==> config.mk <==
export PLATFORM = sky130hd
export DESIGN_NAME = packed_mem_access
export DESIGN_NICKNAME = d
export VERILOG_FILES = /design/src/core/packed_pkg.sv /design/src/core/lane_steer.sv /design/src/core/packed_mem_access.sv
export VERILOG_INCLUDE_DIRS = /design/src /design/src/core
export SDC_FILE = /design/constraint.sdc
export NUM_CORES = 1
export LEC_CHECK = 0
export BUFFER_PORTS_ARGS = -buffer_cell sky130_fd_sc_hd__buf_2
export CORE_AREA = 2 2 167 169
export DETAILED_ROUTE_END_ITERATION = 12
export DIE_AREA = 0 0 169 171
export PLACE_DENSITY = 0.72
export SLEW_MARGIN = 40
export SYNTH_ARGS = -nofsm -noshare
export SYNTH_HDL_FRONTEND = slang
export SYNTH_SLANG_ARGS = --single-unit
==> constraint.sdc <==
create_clock -name clk -period 6.6 [get_ports clk]
set_clock_uncertainty 0.2 [all_clocks]
set_input_delay 0.99 -clock clk [delete_from_list [all_inputs] [get_ports clk]]
set_output_delay 0.99 -clock clk [all_outputs]
set_load 0.01 [all_outputs]
==> src/core/packed_map.svh <==
// Purpose: Offsets, field positions, codes and reset values of the packed memory access port.
// Assumes: 32-bit APB data, one aligned word per register.
// Notes: Included by every design file of the block except the type package.
`ifndef PACKED_MAP_SVH
`define PACKED_MAP_SVH
// ----------------------------------------------------------------------------
// Register offsets
// ----------------------------------------------------------------------------
`define OFF_CSW 12'h000
`define OFF_TAR 12'h004
`define OFF_DRW 12'h00c
`define OFF_CNT 12'h010
`define OFF_STAT 12'h014
// ----------------------------------------------------------------------------
// Control and status word fields and codes
// ----------------------------------------------------------------------------
`define CSW_SIZE_LSB 0
`define CSW_INC_LSB 4
`define SIZE_BYTE 3'h0
`define SIZE_HALF 3'h1
`define SIZE_WORD 3'h2
`define INC_OFF 2'h0
`define INC_SINGLE 2'h1
`define INC_PACKED 2'h2
`define CSW_RESET 32'h0000_0002
`define CSW_WMASK 32'h0000_0037
`define STAT_BUSY_BIT 0
`define STAT_ERR_BIT 1
`endif

==> src/core/packed_pkg.sv <==
// Purpose: Types shared by the packed memory access port.
// Assumes: Nothing beyond the map header.
// Notes: States carry no codes.
package packed_pkg;
   typedef enum logic [1:0] {IDLE, ISSUE, WAIT, DONE} seq_state_t;
   typedef enum logic [0:0] {OWN_PORT, SLAVE_PORT} grant_t;
endpackage
==> src/core/lane_steer.sv <==
// Purpose: Little-endian byte-lane steering between the data word and a sub-word access.
// Assumes: Size codes byte, halfword, word.
// Notes: Write lanes registered; read merge combinational.
`timescale 1ns/1ps
`include "packed_map.svh"
module lane_steer (
   input wire logic clk,
   input wire logic rstn,
   input wire logic [2:0] size,
   input wire logic [1:0] addrLow,
   input wire logic [31:0] word,
   input wire logic [31:0] busRdata,
   output logic [31:0] wrLanes,
   output logic [31:0] rdMerged
);
   logic [31:0] mask;
   always_comb begin
      case (size)
         `SIZE_BYTE: mask = 32'h0000_00ff << {addrLow, 3'h0};
         `SIZE_HALF: mask = addrLow[1] ? 32'hffff_0000 : 32'h0000_ffff;
         default: mask = 32'hffff_ffff;
      endcase
   end
   // Only the selected lanes of the word are driven on the bus, others zero; the strobe-free target picks its lane by address.
   always_ff @(posedge clk or negedge rstn) begin
      if (!rstn) begin
         wrLanes <= 32'h0;
      end else begin
         wrLanes <= word & mask;
      end
   end
   always_comb rdMerged = (word & ~mask) | (busRdata & mask);
endmodule // lane_steer

==> src/core/packed_mem_access.sv <==
// Purpose: APB-programmed memory access port that splits data accesses into packed sub-word bus accesses.
// Assumes: Downstream bus is valid/ready with an error flag; slave port shares it.
// Notes: Slave port requests are served only while no packed sequence runs.
//
// Behaviour
// - Packing happens only when increment mode holds the packed code.
// - Packed word size gives one 32-bit memory access.
// - Packed halfword size gives two 16-bit accesses.
// - Packed byte size gives four 8-bit accesses.
// - Each successful access adds the size in bytes to the address, unless increment mode is off.
// - Accesses of one packed sequence go in ascending address order.
// - Write data comes from the lane picked by the low address bits.
// - Read data lands in the lane picked by the low address bits.
// - An error stops the sequence and returns an error.
// - A packed read completes only once the whole word is filled.
// - A nonzero counter counts down by one at the end of each data access sequence.
// - A slave memory port lets an outside master reach the memory.
// - Slave port accesses share the downstream bus.
// - Slave port accesses have address bit 31 forced to zero.
// - Lowest-addressed lane is the least significant byte of the word.
// - Size codes are byte 000, halfword 001, word 010.
`timescale 1ns/1ps
`include "packed_map.svh"
module packed_mem_access
   import packed_pkg::*;
#(
   parameter int ADDR_W = 12
) (
   input wire logic clk,
   input wire logic rstn,
   input wire logic psel,
   input wire logic penable,
   input wire logic pwrite,
   input wire logic [ADDR_W-1:0] paddr,
   input wire logic [31:0] pwdata,
   output logic [31:0] prdata,
   output logic pready,
   output logic pslverr,
   output logic memValid,
   output logic memWrite,
   output logic [31:0] memAddr,
   output logic [2:0] memSize,
   output logic [31:0] memWdata,
   input wire logic memReady,
   input wire logic memErr,
   input wire logic [31:0] memRdata,
   input wire logic slvValid,
   input wire logic slvWrite,
   input wire logic [31:0] slvAddr,
   input wire logic [2:0] slvSize,
   input wire logic [31:0] slvWdata,
   output logic slvReady,
   output logic slvErr,
   output logic [31:0] slvRdata
);
   // ----------------------------------------------------------------------------
   // Parameter check
   // ----------------------------------------------------------------------------
   // The register map reaches offset 0x14, so fewer address bits would alias registers.
   // Offsets are compared on twelve bits; address bits above bit 11 are ignored.
   if (ADDR_W < 5) begin : g_addrCheck
      $error("ADDR_W too small for the register map");
   end

   // ----------------------------------------------------------------------------
   // State
   // ----------------------------------------------------------------------------
   logic [31:0] csw_q;
   logic [31:0] tar_q;
   logic [31:0] drw_q;
   logic [7:0] cnt_q;
   logic err_q;
   seq_state_t state_q;
   // Tells whose access is open on the downstream bus.
   grant_t grant_q;
   // Bus accesses still to be made in the running sequence.
   logic [2:0] left_q;
   logic seqWrite_q;
   logic [31:0] rdMerged;

   // Bytes moved by one bus access; codes above word count as a word.
   function automatic logic [31:0] sizeBytes(input logic [2:0] s);
      case (s)
         `SIZE_BYTE: sizeBytes = 32'h1;
         `SIZE_HALF: sizeBytes = 32'h2;
         default: sizeBytes = 32'h4;
      endcase
   endfunction

   // Bus accesses made for one data access; packing with sizes above word falls back to one.
   function automatic logic [2:0] accessCount(input logic [2:0] s, input logic packed_en);
      if (!packed_en) accessCount = 3'h1;
      else begin
         case (s)
            `SIZE_BYTE: accessCount = 3'h4;
            `SIZE_HALF: accessCount = 3'h2;
            default: accessCount = 3'h1;
         endcase
      end
   endfunction

   logic [2:0] sizeField;
   logic [1:0] incMode;
   logic packedOn;
   assign sizeField = csw_q[`CSW_SIZE_LSB +: 3];
   assign incMode = csw_q[`CSW_INC_LSB +: 2];
   // Any other increment code gives plain transfers of one access each.
   assign packedOn = (incMode == `INC_PACKED);

   // ----------------------------------------------------------------------------
   // APB decode
   // ----------------------------------------------------------------------------
   logic [11:0] offs;
   logic access;
   logic isDrw;
   logic mapped;
   assign offs = 12'(paddr);
   assign access = psel && penable;
   assign isDrw = (offs == `OFF_DRW);
   // Offsets outside the map are answered at once with pslverr and zero data.
   assign mapped = (offs == `OFF_CSW) || (offs == `OFF_TAR) || isDrw || (offs == `OFF_CNT) || (offs == `OFF_STAT);

   // The slave port owns the bus until its single access has been answered.
   function automatic logic slvBusy();
      slvBusy = (grant_q == SLAVE_PORT);
   endfunction

   // A sequence starts once, on the first access cycle in which the slave port does not own the bus; the raised pready blocks a restart.
   logic startSeq;
   assign startSeq = access && isDrw && (state_q == IDLE) && !pready && !slvBusy();

   // ----------------------------------------------------------------------------
   // Sequencer
   // ----------------------------------------------------------------------------
   logic busDone;
   assign busDone = memValid && memReady;

   always_ff @(posedge clk or negedge rstn) begin
      if (!rstn) begin
         state_q <= IDLE;
         left_q <= 3'h0;
         seqWrite_q <= 1'b0;
      end else begin
         case (state_q)
            // The direction is kept for the whole sequence, as the master may move on once answered.
            IDLE: begin
               if (startSeq) begin
                  state_q <= ISSUE;
                  left_q <= accessCount(sizeField, packedOn);
                  seqWrite_q <= pwrite;
               end
            end
            // One cycle in ISSUE lets the address settle after the previous increment before launch.
            ISSUE: state_q <= WAIT;
            WAIT: begin
               if (busDone && grant_q == OWN_PORT) begin
                  // An error ends the sequence at once, so no later lane is touched.
                  if (memErr || left_q == 3'h1) begin
                     state_q <= DONE;
                  end else begin
                     state_q <= ISSUE;
                     left_q <= left_q - 3'h1;
                  end
               end
            end
            DONE: state_q <= IDLE;
            default: state_q <= IDLE;
         endcase
      end
   end

   // ----------------------------------------------------------------------------
   // Downstream bus and slave port mux
   // ----------------------------------------------------------------------------
   // A slave request is taken only between sequences, so it never splits a packed sequence.
   // The cost is that a slave request waits until the running data access sequence has reached IDLE again.
   logic slvLaunch;
   assign slvLaunch = !memValid && state_q == IDLE && !startSeq && slvValid && !slvReady;

   // Address, size and direction are loaded at launch and held until memReady.
   always_ff @(posedge clk or negedge rstn) begin
      if (!rstn) begin
         grant_q <= OWN_PORT;
         memValid <= 1'b0;
         memWrite <= 1'b0;
         memAddr <= 32'h0;
         memSize <= `SIZE_WORD;
         slvReady <= 1'b0;
         slvErr <= 1'b0;
         slvRdata <= 32'h0;
      end else begin
         slvReady <= 1'b0;
         if (busDone) begin
            memValid <= 1'b0;
            if (grant_q == SLAVE_PORT) begin
               slvReady <= 1'b1;
               slvErr <= memErr;
               slvRdata <= memRdata;
               grant_q <= OWN_PORT;
            end
         end else if (!memValid && state_q == ISSUE) begin
            memValid <= 1'b1;
            memWrite <= seqWrite_q;
            memAddr <= tar_q;
            memSize <= sizeField;
         end else if (slvLaunch) begin
            // Bit 31 is cleared so that targets can tell slave traffic from port traffic.
            grant_q <= SLAVE_PORT;
            memValid <= 1'b1;
            memWrite <= slvWrite;
            memAddr <= {1'b0, slvAddr[30:0]};
            memSize <= slvSize;
         end
      end
   end

   // The lane register drives the bus directly, so its inputs must already describe the access
   // launched at the same edge: slave data from the launch onwards, otherwise the data word.
   logic slvSide;
   logic [31:0] laneWord;
   logic [2:0] laneSize;
   assign slvSide = slvLaunch || grant_q == SLAVE_PORT;
   assign laneWord = slvSide ? slvWdata : drw_q;
   assign laneSize = (slvSide || !packedOn) ? `SIZE_WORD : sizeField;

   lane_steer u_lane (
      .clk(clk),
      .rstn(rstn),
      .size(laneSize),
      .addrLow(tar_q[1:0]),
      .word(laneWord),
      .busRdata(memRdata),
      .wrLanes(memWdata),
      .rdMerged(rdMerged)
   );

   // ----------------------------------------------------------------------------
   // Registers
   // ----------------------------------------------------------------------------
   logic ownDone;
   assign ownDone = busDone && grant_q == OWN_PORT && state_q == WAIT;
   // Register writes wait while a sequence runs; they land as pready is decided.
   logic wrReg;
   assign wrReg = access && pwrite && !pready && state_q == IDLE;

   always_ff @(posedge clk or negedge rstn) begin
      if (!rstn) begin
         csw_q <= `CSW_RESET;
      end else if (wrReg && offs == `OFF_CSW) begin
         csw_q <= pwdata & `CSW_WMASK;
      end
   end

   always_ff @(posedge clk or negedge rstn) begin
      if (!rstn) begin
         tar_q <= 32'h0;
      end else if (wrReg && offs == `OFF_TAR) begin
         tar_q <= pwdata;
      // Only successful accesses advance the address, so after an error it names the failing one.
      end else if (ownDone && !memErr && incMode != `INC_OFF) begin
         tar_q <= tar_q + (packedOn ? sizeBytes(sizeField) : sizeBytes(memSize));
      end
   end

   always_ff @(posedge clk or negedge rstn) begin
      if (!rstn) begin
         drw_q <= 32'h0;
      end else if (startSeq && pwrite) begin
         drw_q <= pwdata;
      // Each returned lane is merged into the word; the master sees it only from DONE.
      end else if (ownDone && !seqWrite_q && !memErr) begin
         drw_q <= packedOn ? rdMerged : memRdata;
      end
   end

   // Counter: a nonzero value counts down by one as each data access sequence reaches DONE.
   always_ff @(posedge clk or negedge rstn) begin
      if (!rstn) begin
         cnt_q <= 8'h0;
      end else if (wrReg && offs == `OFF_CNT) begin
         cnt_q <= pwdata[7:0];
      end else if (state_q == DONE && cnt_q != 8'h0) begin
         cnt_q <= cnt_q - 8'h1;
      end
   end

   always_ff @(posedge clk or negedge rstn) begin
      if (!rstn) begin
         err_q <= 1'b0;
      // Set and clear never meet: clearing writes wait until the sequence is over.
      end else if (ownDone && memErr) begin
         err_q <= 1'b1;
      end else if (wrReg && offs == `OFF_STAT && pwdata[`STAT_ERR_BIT]) begin
         err_q <= 1'b0;
      end
   end

   // ----------------------------------------------------------------------------
   // APB answer
   // ----------------------------------------------------------------------------
   // Error of the running sequence only, cleared as a new one starts, so old errors never reach pslverr.
   logic seqErr_q;
   always_ff @(posedge clk or negedge rstn) begin
      if (!rstn) seqErr_q <= 1'b0;
      else if (startSeq) seqErr_q <= 1'b0;
      else if (ownDone && memErr) seqErr_q <= 1'b1;
   end

   always_ff @(posedge clk or negedge rstn) begin
      if (!rstn) begin
         pready <= 1'b0;
         pslverr <= 1'b0;
         prdata <= 32'h0;
      end else begin
         pready <= 1'b0;
         pslverr <= 1'b0;
         if (access && !pready) begin
            // A data access is answered one cycle after DONE, with the bus already idle.
            if (isDrw) begin
               if (state_q == DONE) begin
                  pready <= 1'b1;
                  pslverr <= seqErr_q;
                  prdata <= drw_q;
               end
            end else if (state_q == IDLE) begin
               pready <= 1'b1;
               pslverr <= !mapped;
               case (offs)
                  `OFF_CSW: prdata <= csw_q;
                  `OFF_TAR: prdata <= tar_q;
                  `OFF_CNT: prdata <= {24'h0, cnt_q};
                  `OFF_STAT: prdata <= {30'h0, err_q, 1'b0};
                  default: prdata <= 32'h0;
               endcase
            end
         end
      end
   end
endmodule // packed_mem_access

**Yosys cells after proc, flatten, opt, wreduce, memory -nomap -nowiden**

Cells that the tools add are included.

- Output and inout port bits: 137
- Input port bits: 152
- Register bits: 223

- Reduce and logical (&&, ||, !) cells: 69
- Equality and inequality tests: 17
- Multiplexer cells: 57
- Shift operators: 1
- Add/subtract/negate cells: 3
- Bitwise operators: 7

Operators with widths:

| operator | number |
|---|---|
| 32-bit two-way mux | 17 |
| 32-bit case mux with 4 select lines | 1 |
| 32-bit AND | 3 |
| 32-bit case mux with 2 select lines | 1 |
| 32-bit adder | 1 |
| 32-bit NOT | 1 |
| 32-bit OR | 1 |
| 8-bit by 5-bit << shifter with 32-bit output (first input constant) | 1 |
| 1-bit logical AND | 29 |
| 12-bit by 5-bit == test with 1-bit output (second input constant) | 2 |
| 3-bit case mux with 2 select lines | 4 |
| 1-bit two-way mux | 21 |
| 3-bit two-way mux | 7 |
| 2-bit nonzero test | 10 |
| 8-bit two-way mux | 2 |
| 12-bit by 3-bit == test with 1-bit output (second input constant) | 1 |
| 12-bit by 4-bit == test with 1-bit output (second input constant) | 1 |
| 3-bit by 1-bit == test with 1-bit output (second input constant) | 4 |
| 12-bit zero test | 1 |
| 2-bit AND reduction | 5 |
| 1-bit zero test | 9 |
| 3-bit zero test | 3 |
| 2-bit inequality test (second input constant) | 4 |
| 2-bit case mux with 4 select lines | 1 |
| 13 further kinds | 24 |

**Logic depth before layout (Yosys ltp)**

Gate-level depths: netlist of run 1.

- Depth in word-level cells: 20
- Depth in mapped cells: 12
- Mapped depth without buffers: 12

**Modules after synthesis**

From an unflattened synthesis of run 1, not the netlist that was laid out.

- Cell total of the unflattened synthesis: 1,152
- Area total of the unflattened synthesis: 11,576.1 um^2

By module, submodules not included:

| module | seq. area each (um^2) | cells each | times used | area each (um^2) |
|---|---|---|---|---|
| packed_mem_access | 4,782.1 | 1,043 | 1 | 10,083.4 |
| lane_steer | 800.8 | 109 | 1 | 1,492.7 |

**Worst setup path after synthesis of run 1**

No wires, ideal clock.

- Path kind: input-to-reg
- Start: input port paddr[9]
- End: register memAddr[10]
- Arrival: 2.652 ns
- Data required time: 6.268 ns
- Cell stages on the path: 8
- Setup slack: 3.616 ns
- Library setup time: 0.132 ns
- Cells stage by stage: nor4_4 nand2_2 or4_1 buf_2 nand2_8 buf_8 mux2i_1 o21ai_1

- Cells in the longest elaborated chain, start to end: 11

RTL lines:

| item | RTL line | source |
|---|---|---|
| from (decl) | packed_mem_access.sv:34 | `input wire logic [ADDR_W-1:0] paddr,` |
| 12-bit by 4-bit == test with 1-bit output (no source line) | -- |  |
| 1-bit logical AND (4 in a row) | packed_mem_access.sv:130 | `assign startSeq = access && isDrw && (state_q == IDLE) && !pready && !slvBusy();` |
| 1-bit zero test | packed_mem_access.sv:178 | `assign slvLaunch = !memValid && state_q == IDLE && !startSeq && slvValid && !slvReady;` |
| 1-bit logical AND (3 in a row) | packed_mem_access.sv:178 |  |
| 2-bit nonzero test (no source line) | -- |  |
| 2-bit AND reduction (no source line) | -- |  |
| to (signal assigned) | packed_mem_access.sv:204 | `memAddr <= tar_q;` |
| to (signal assigned) | packed_mem_access.sv:211 | `memAddr <= {1'b0, slvAddr[30:0]};` |
| to (decl) | packed_mem_access.sv:41 | `output logic [31:0] memAddr,` |

No other way between the ends.
A chain may end at the register's enable or synchronous reset.

**Worst setup path in the final report of run 1**

- Start: register csw_q[4]
- End: register tar_q[18]

- Cells in the longest elaborated chain, start to end: 5

RTL lines:

| item | RTL line | source |
|---|---|---|
| from (decl) | packed_mem_access.sv:68 | `logic [31:0] csw_q;` |
| from (signal assigned) | packed_mem_access.sv:248 | `` csw_q <= `CSW_RESET; `` |
| from (signal assigned) | packed_mem_access.sv:250 | `` csw_q <= pwdata & `CSW_WMASK; `` |
| 2-bit == test (no source line) | -- |  |
| 32-bit two-way mux | packed_mem_access.sv:261 | `tar_q <= tar_q + (packedOn ? sizeBytes(sizeField) : sizeBytes(memSize));` |
| 32-bit adder | packed_mem_access.sv:261 |  |
| 32-bit two-way mux | packed_mem_access.sv:260 | `` end else if (ownDone && !memErr && incMode != `INC_OFF) begin `` |
| 32-bit two-way mux | packed_mem_access.sv:257 | `` end else if (wrReg && offs == `OFF_TAR) begin `` |
| to (signal assigned) | packed_mem_access.sv:258 | `tar_q <= pwdata;` |
| to (signal assigned) | packed_mem_access.sv:261 |  |
| to (decl) | packed_mem_access.sv:69 | `logic [31:0] tar_q;` |

Parallel ways exist; a longest one is shown, timed or not. The select of a mux whose other input is x is not followed.

==> results of run 1 <==
## worst max-delay path, delay by kind of cell (launching register included)
kind / cells / cell delay [ns]
and+or+nand+nor: 5 / 1.62
AOI/OAI and AO/OA: 3 / 0.74
adders and majority gates: 2 / 0.45
DFF: 1 / 0.39
buffers and inverters: 2 / 0.18
## logic make-up (layout without fill, tap and decap cells)
| family | count (synthesis) | count (layout) | synth area share [%] |
|---|---|---|---|
| AOI/OAI and AO/OA | 259 | 259 | 16.0 |
| xor gates and xnor gates | 11 | 11 | 0.902 |
| adders and majority gates | 8 | 8 | 1.01 |
| buffers and inverters | 92 | 389 | 3.85 |
| DFF | 223 | 223 | 52.2 |
| muxes | 105 | 105 | 10.6 |
| and+or+nand+nor | 327 | 327 | 15.3 |
## power by group
part           switching (W)   total, W  internal [W]
clock               0.000593    0.00162       0.00103
combinational      0.0000588  0.0000973     0.0000385
sequential                 0    0.00137       0.00137
## cells in the final DEF (no fill, tap or decap), drive strengths merged, types with 5 or more instances in the layout
master | Yosys | final
a21oi | 52 | 52
a221o | 14 | 14
a222oi | 6 | 6
a22o | 26 | 26
a22oi | 34 | 34
and3 | 15 | 15
buf | 16 | 304
bufinv | 0 | 6
clkbuf | 38 | 34
dfrtp | 221 | 221
ha | 7 | 7
inv | 38 | 39
mux2 | 68 | 68
mux2i | 37 | 37
nand2 | 168 | 168
nand2b | 5 | 5
nand3 | 26 | 26
nand4 | 9 | 9
nor2 | 45 | 45
nor3 | 11 | 11
nor3b | 11 | 11
nor4 | 7 | 7
o211ai | 14 | 14
o21ai | 87 | 87
or3 | 5 | 5
xnor2 | 9 | 9
## worst paths after layout
kind	startpoint	to	slack (ns)
setup / recovery	csw_q[4]	tar_q[18]	2.95
hold / removal	rstn	slvRdata[6]	0.26
setup reg to reg	csw_q[4]	tar_q[18]	2.95
hold reg to reg	prdata[26]	prdata[26]	0.28
max in group asynchronous	rstn	drw_q[12]	4.78
min in group clk	prdata[26]	prdata[26]	0.28
## cell type report
type / instances / area share, %
tap: 346 / 3.19
sequential: 223 / 41.2
inverter: 38 / 1.05
timing repair buffer: 305 / 12.1
clock inverter: 13 / 1.65
clock buffer: 33 / 5.52
multi-input combinational: 710 / 35.3
## through the flow
stage | std cells | setup slack [ns] | total power (W) | utilization [%] | cell area [sq um]
after floorplan | 1025 | 3.62 | 0.00140 | - | 10700
after global placement | 1616 | 2.79 | 0.00149 | 45.5 | 12400
after detailed placement | 1621 | 2.73 | 0.00149 | 46.0 | 12600
after CTS | 1667 | 2.98 | 0.00312 | 49.6 | 13500
after global routing | 1668 | 2.78 | 0.00318 | 49.6 | 13600
final | 1668 | 2.95 | 0.00309 | 49.6 | 13600
## flip-flops by register name, summed over array words and instances (netlist names), 2 cells and up
| signal | count |
|---|---|
| state_q | 2 |
| u_lane.wrLanes | 32 |
| memSize | 3 |
| memAddr | 32 |
| drw_q | 32 |
| cnt_q | 8 |
| slvRdata | 32 |
| csw_q | 5 |
| tar_q | 32 |
| left_q | 3 |
| prdata | 32 |
## routing by layer
metal / share of wire [%] / vias to the layer above / track usage, %
li1: - / 4238 / -
met3: 7.9 / 82 / 4.56
met1: 41 / 4555 / 30.6
met2: 48 / 386 / 39.0
met5: 0.023 / - / 0
met4: 3.1 / 2 / 7.54
==> results.toml, run 1 <==
[status]
status = "finished, final reports clean"

[layout]
n_antenna_cell = 0
nNetsFinal = 1464
areaGrowthSynthToFinish_pct = 26.9
drive_gt1_share_pct = 32.5
register_area_sq_mm = 0.00558
multi_input_area_sq_mm = 0.00478
n_fill_cell = 2546

[synthesis]
ys_ff_latch = 223
ys_seq_area_share_pct = 52.2
syn_area_sq_mm = 0.0107
synthFlopType = "dfrtp_1"
avgSynthCellArea_sq_um = 10.4
synthArstFlopShare_pct = 100
synth_nets = 1185
synth_top_cell_by_area = "dfrtp_1"
synthDistinctLibCells = 74
synth_top_area_share_pct = 51.8
syn-instance-count = 1025
synth_edf_count = 0
yosys-top-cells-area = "dfrtp_1 52%, nand2_1 5.8%, mux2_2 4.4%"
synth.most_common_cell = "dfrtp_1"
yosys_warnings = 0
synth.top_cells.by_count = "221 x dfrtp_1, 166 x nand2_1, 51 x a21oi_1"

[clock_tree]
cts_buffers = 26
clock_latency_ns = 0.53
cts_resized = 0
cts_max_level = 1
cts_buffer_depth = 3
cts_root_buf = "clkbuf_16"
postCtsSetupBuffers = 0
clock_sinks = 223
hold_buffers = 0
clk_pin_slew_ns = 0.06
cts_tree = "built"

[global_routing]
antenna_found_initial = 1
grt_max_degree = 94
grt_pass1_wl_microns = 52500
grt_pass1_vias = 9322
track_usage_pct = 23.3
grt-ovfl-total = 0

[route]
wl_per_cell_microns = 20.5
wirelength_microns = 34100
vias_per_cell = 5.55
drc = 0
detail-route-antenna-nets = 0
via_count = 9263
first_pass_iters = 6
drt_iter0_markers = 818

[placement]
port_buffers = 287
place.gp.congestion = 0.863
dp_hpwl_microns = 24200

[setup_path]
crit_type = "reg -> reg"
crit_required_ns = 6.87
slowest_stage = "nor2b_1"
r2r_cells = 12
start_kind = "flop"
worstPathArrival_ns = 3.91
cpPeakStageDelay_ns = 0.54
path_cells = "inv_1 > a211oi_1 > inv_1 > o22ai_1 > ha_1 > fa_1 > a21o_1 > nor2b_1 > and3_1 > nand3_1 > or4_1 > nand3_1"
crit_path_max_fanout = 5
crit_path_end_kind = "flop"

[pwr]
power_density_mw_per_mm2 = 228
peakVddDrop_v = 0.000158
p_leak_nw = 6.67

[die]
die-width_microns = 169
ios = 289
dieArea_sq_mm = 0.0289
die_h_microns = 171
start_util_pct = 39.1
core_area_sq_mm = 0.0273
num_rows = 61

[sta]
fmax_mhz = 274
slew_headroom_pct = 43.4
fin_crit_sh_pct = 55.2
finalHoldViolations = 0
post-route-min-period_ns = 3.65
finalSetupViolCount = 0
rsz0062_at_grt = "no"
setup_tns_ns = 0
tightestPinTransition_ns = 0.847
hold_slack_ns = 0.265
report.final.slew_viol_count = 0

[flow_run]
maxCapViolCount = 0

[worst_hold_path]
worstHoldPathType = "in -> async"
No activity file was read; power rests on OpenSTA's default activity.
==> run 2, diff against run 1 <==
PLACE_DENSITY = 0.74   (was 0.72)
clock period = 3.2 ns   (was 6.6 ns; I/O delays follow)
==> results.toml, run 2 (synthesis results as in run 1) <==
[layout]
nNetsFinal = 1541
mostFrequentLayoutCell = "buf_2"
utilization_pct = 51.5
n_fill_cell = 2478
areaGrowthSynthToFinish_pct = 31.8
final_cells = 1745
mostFrequentLayoutCells = "286 x buf_2, 221 x dfrtp_1, 166 x nand2_1, 51 x a21oi_1, 49 x dlygate4sd3_1"
n_antenna_cell = 0
drive_gt1_share_pct = 32.2

[setup_path]
r2r_start = "csw_q[1]"
crit_start = "csw_q[1]"
cp-endpoint = "tar_q[11]"
start_kind = "flop"
crit_path_end_kind = "flop"
crit_type = "reg -> reg"
reg2reg_to = "tar_q[11]"
r2r_cells = 11
r2r_slack_ns = 0.18
crit_required_ns = 3.47
worstPathArrival_ns = 3.28
crit_path_max_fanout = 4

[sta]
setup_tns_ns = 0
fmax_mhz = 331
rsz0062_at_grt = "no"
finalHoldViolations = 0
fin_crit_sh_pct = 94.3
tightestPinTransition_ns = 0.643
slew_headroom_pct = 56.8
report.final.slew_viol_count = 0
setup_ws_ns = 0.183
post-route-min-period_ns = 3.02
finalSetupViolCount = 0

[flow_run]
maxCapViolCount = 0

[pwr]
switching_share_pct = 22.0
seq_power_share_pct = 48.1
p_clk_share_pct = 47.6
p_leak_nw = 6.94
power_switching_w = 0.00129
power_density_mw_per_mm2 = 417
peakVddDrop_v = 0.000345
share_comb_of_total_power_pct = 4.3
internal_power_w = 0.00458

[route]
detail-route-antenna-nets = 0
drt_iter0_markers = 748
dr_wl_met2_microns = 17400
via_count = 9525
drc = 0
maxUsedRoutingLayer = "met5"
wl_met3_microns = 2280
vias_per_cell = 5.46
wl_met1_microns = 14700
wl_per_cell_microns = 20.0
first_pass_iters = 5
wirelength_microns = 35000

[die]
die-width_microns = 169
dieArea_sq_mm = 0.0289
core_area_sq_mm = 0.0273
die_h_microns = 171
start_util_pct = 39.1
ios = 289
num_rows = 61

[worst_hold_path]
worstHoldPathType = "in -> reg"

[placement]
dp_hpwl_microns = 24700
dp_slack_ns = 0.102
port_buffers = 287
place.gp.congestion = 0.856
placedCellCount = 1651

[clock_tree]
cts_max_level = 1
cts_buffers = 25
clk_pin_slew_ns = 0.06
clock_sinks = 223
cts_root_buf = "clkbuf_16"
cts_buffer_depth = 3
clock_latency_ns = 0.53
cts_tree = "built"

[global_routing]
grt_max_degree = 69
grt_pass1_wl_microns = 53400
track_usage_pct = 23.6
grt_pass1_vias = 9595
antenna_found_initial = 1
grt-ovfl-total = 0

[status]
status = "finished, final reports clean"
-- run 2: changes by cell type in the layout (fill, tap and decap cells not counted), moves of 2 or more --
cell and delta:
dlygate4sd3_1 +49, buf_4 +30, clkbuf_1 +6, bufinv_16 -5, a21oi_1 +4, a21oi_2 -4, buf_12 +4, buf_16 -2
clkbuf_16 -2
-- run 2: cell type report --
type	count	area (sq um)	share of cell area, %
inverter	38	143	1.01
clock inverter	8	71.3	0.507
timing repair buffer	383	2350	16.7
sequential	223	5580	39.7
tap	346	433	3.08
clock buffer	37	721	5.12
multi-input combinational	710	4780	33.9
-- run 2: power groups by stage --
stage          Sequential [W]  Combinational, W  Clock (W)
2_1_floorplan         0.00287         0.0000168          0
3_3_place_gp          0.00287          0.000208          0
3_5_place_dp          0.00287          0.000210          0
4_1_cts               0.00282          0.000256    0.00284
5_1_grt               0.00282          0.000280    0.00296
6_report              0.00282          0.000255    0.00279
-- run 2: how the worst min path moves through the flow --
stage	start	to	slack, ns	cells past startpoint
3_5_place_dp	prdata[15]	prdata[15]	0.27	1
4_1_cts	memRdata[14]	slvRdata[14]	0.0001	2
2_1_floorplan	rstn	cnt_q[0]	-0.02	0
6_report	memRdata[3]	drw_q[3]	0.01	2
3_3_place_gp	prdata[23]	prdata[23]	0.26	1
5_1_grt	memRdata[11]	slvRdata[11]	0.003	2
-- run 2: critical path, cell delays in order (launching register included) --
cell     delay, ns
dfstp_2       0.56
nor2_1        0.06
and3_1        0.24
a22o_1        0.30
ha_1          0.28
a21o_1        0.11
a21oi_1       0.09
buf_4         0.16
nor2_1        0.32
nand2_1       0.18
or3_1         0.38
nand3_1       0.08
-- run 2: timing repair --
action / 4_1_cts / 5_1_grt
gates resized for setup: 0 / 6
hold endpoints to repair: 112 / 1
endpoints found under the setup margin: 0 / 9
hold buffers: 48 / 1
buffers inserted: 0 / 0
-- run 2: metrics by stage --
| stage | power [W] | cell area (sq um) | hold WS [ns] |
|---|---|---|---|
| after floorplan | 0.00289 | 10700 | -0.0156 |
| after global placement | 0.00308 | 12800 | 0.264 |
| after detailed placement | 0.00308 | 12800 | 0.269 |
| after CTS | 0.00592 | 14000 | 0.000107 |
| after global routing | 0.00606 | 14100 | 0.00340 |
| final | 0.00587 | 14100 | 0.0134 |
-- run 2: metal layers --
layer / track usage, % / up-vias
met2: 41.7 / 387
met3: 3.65 / 51
met1: 30.4 / 4681
met4: 5.87 / 2
li1: - / 4404
met5: 0 / -
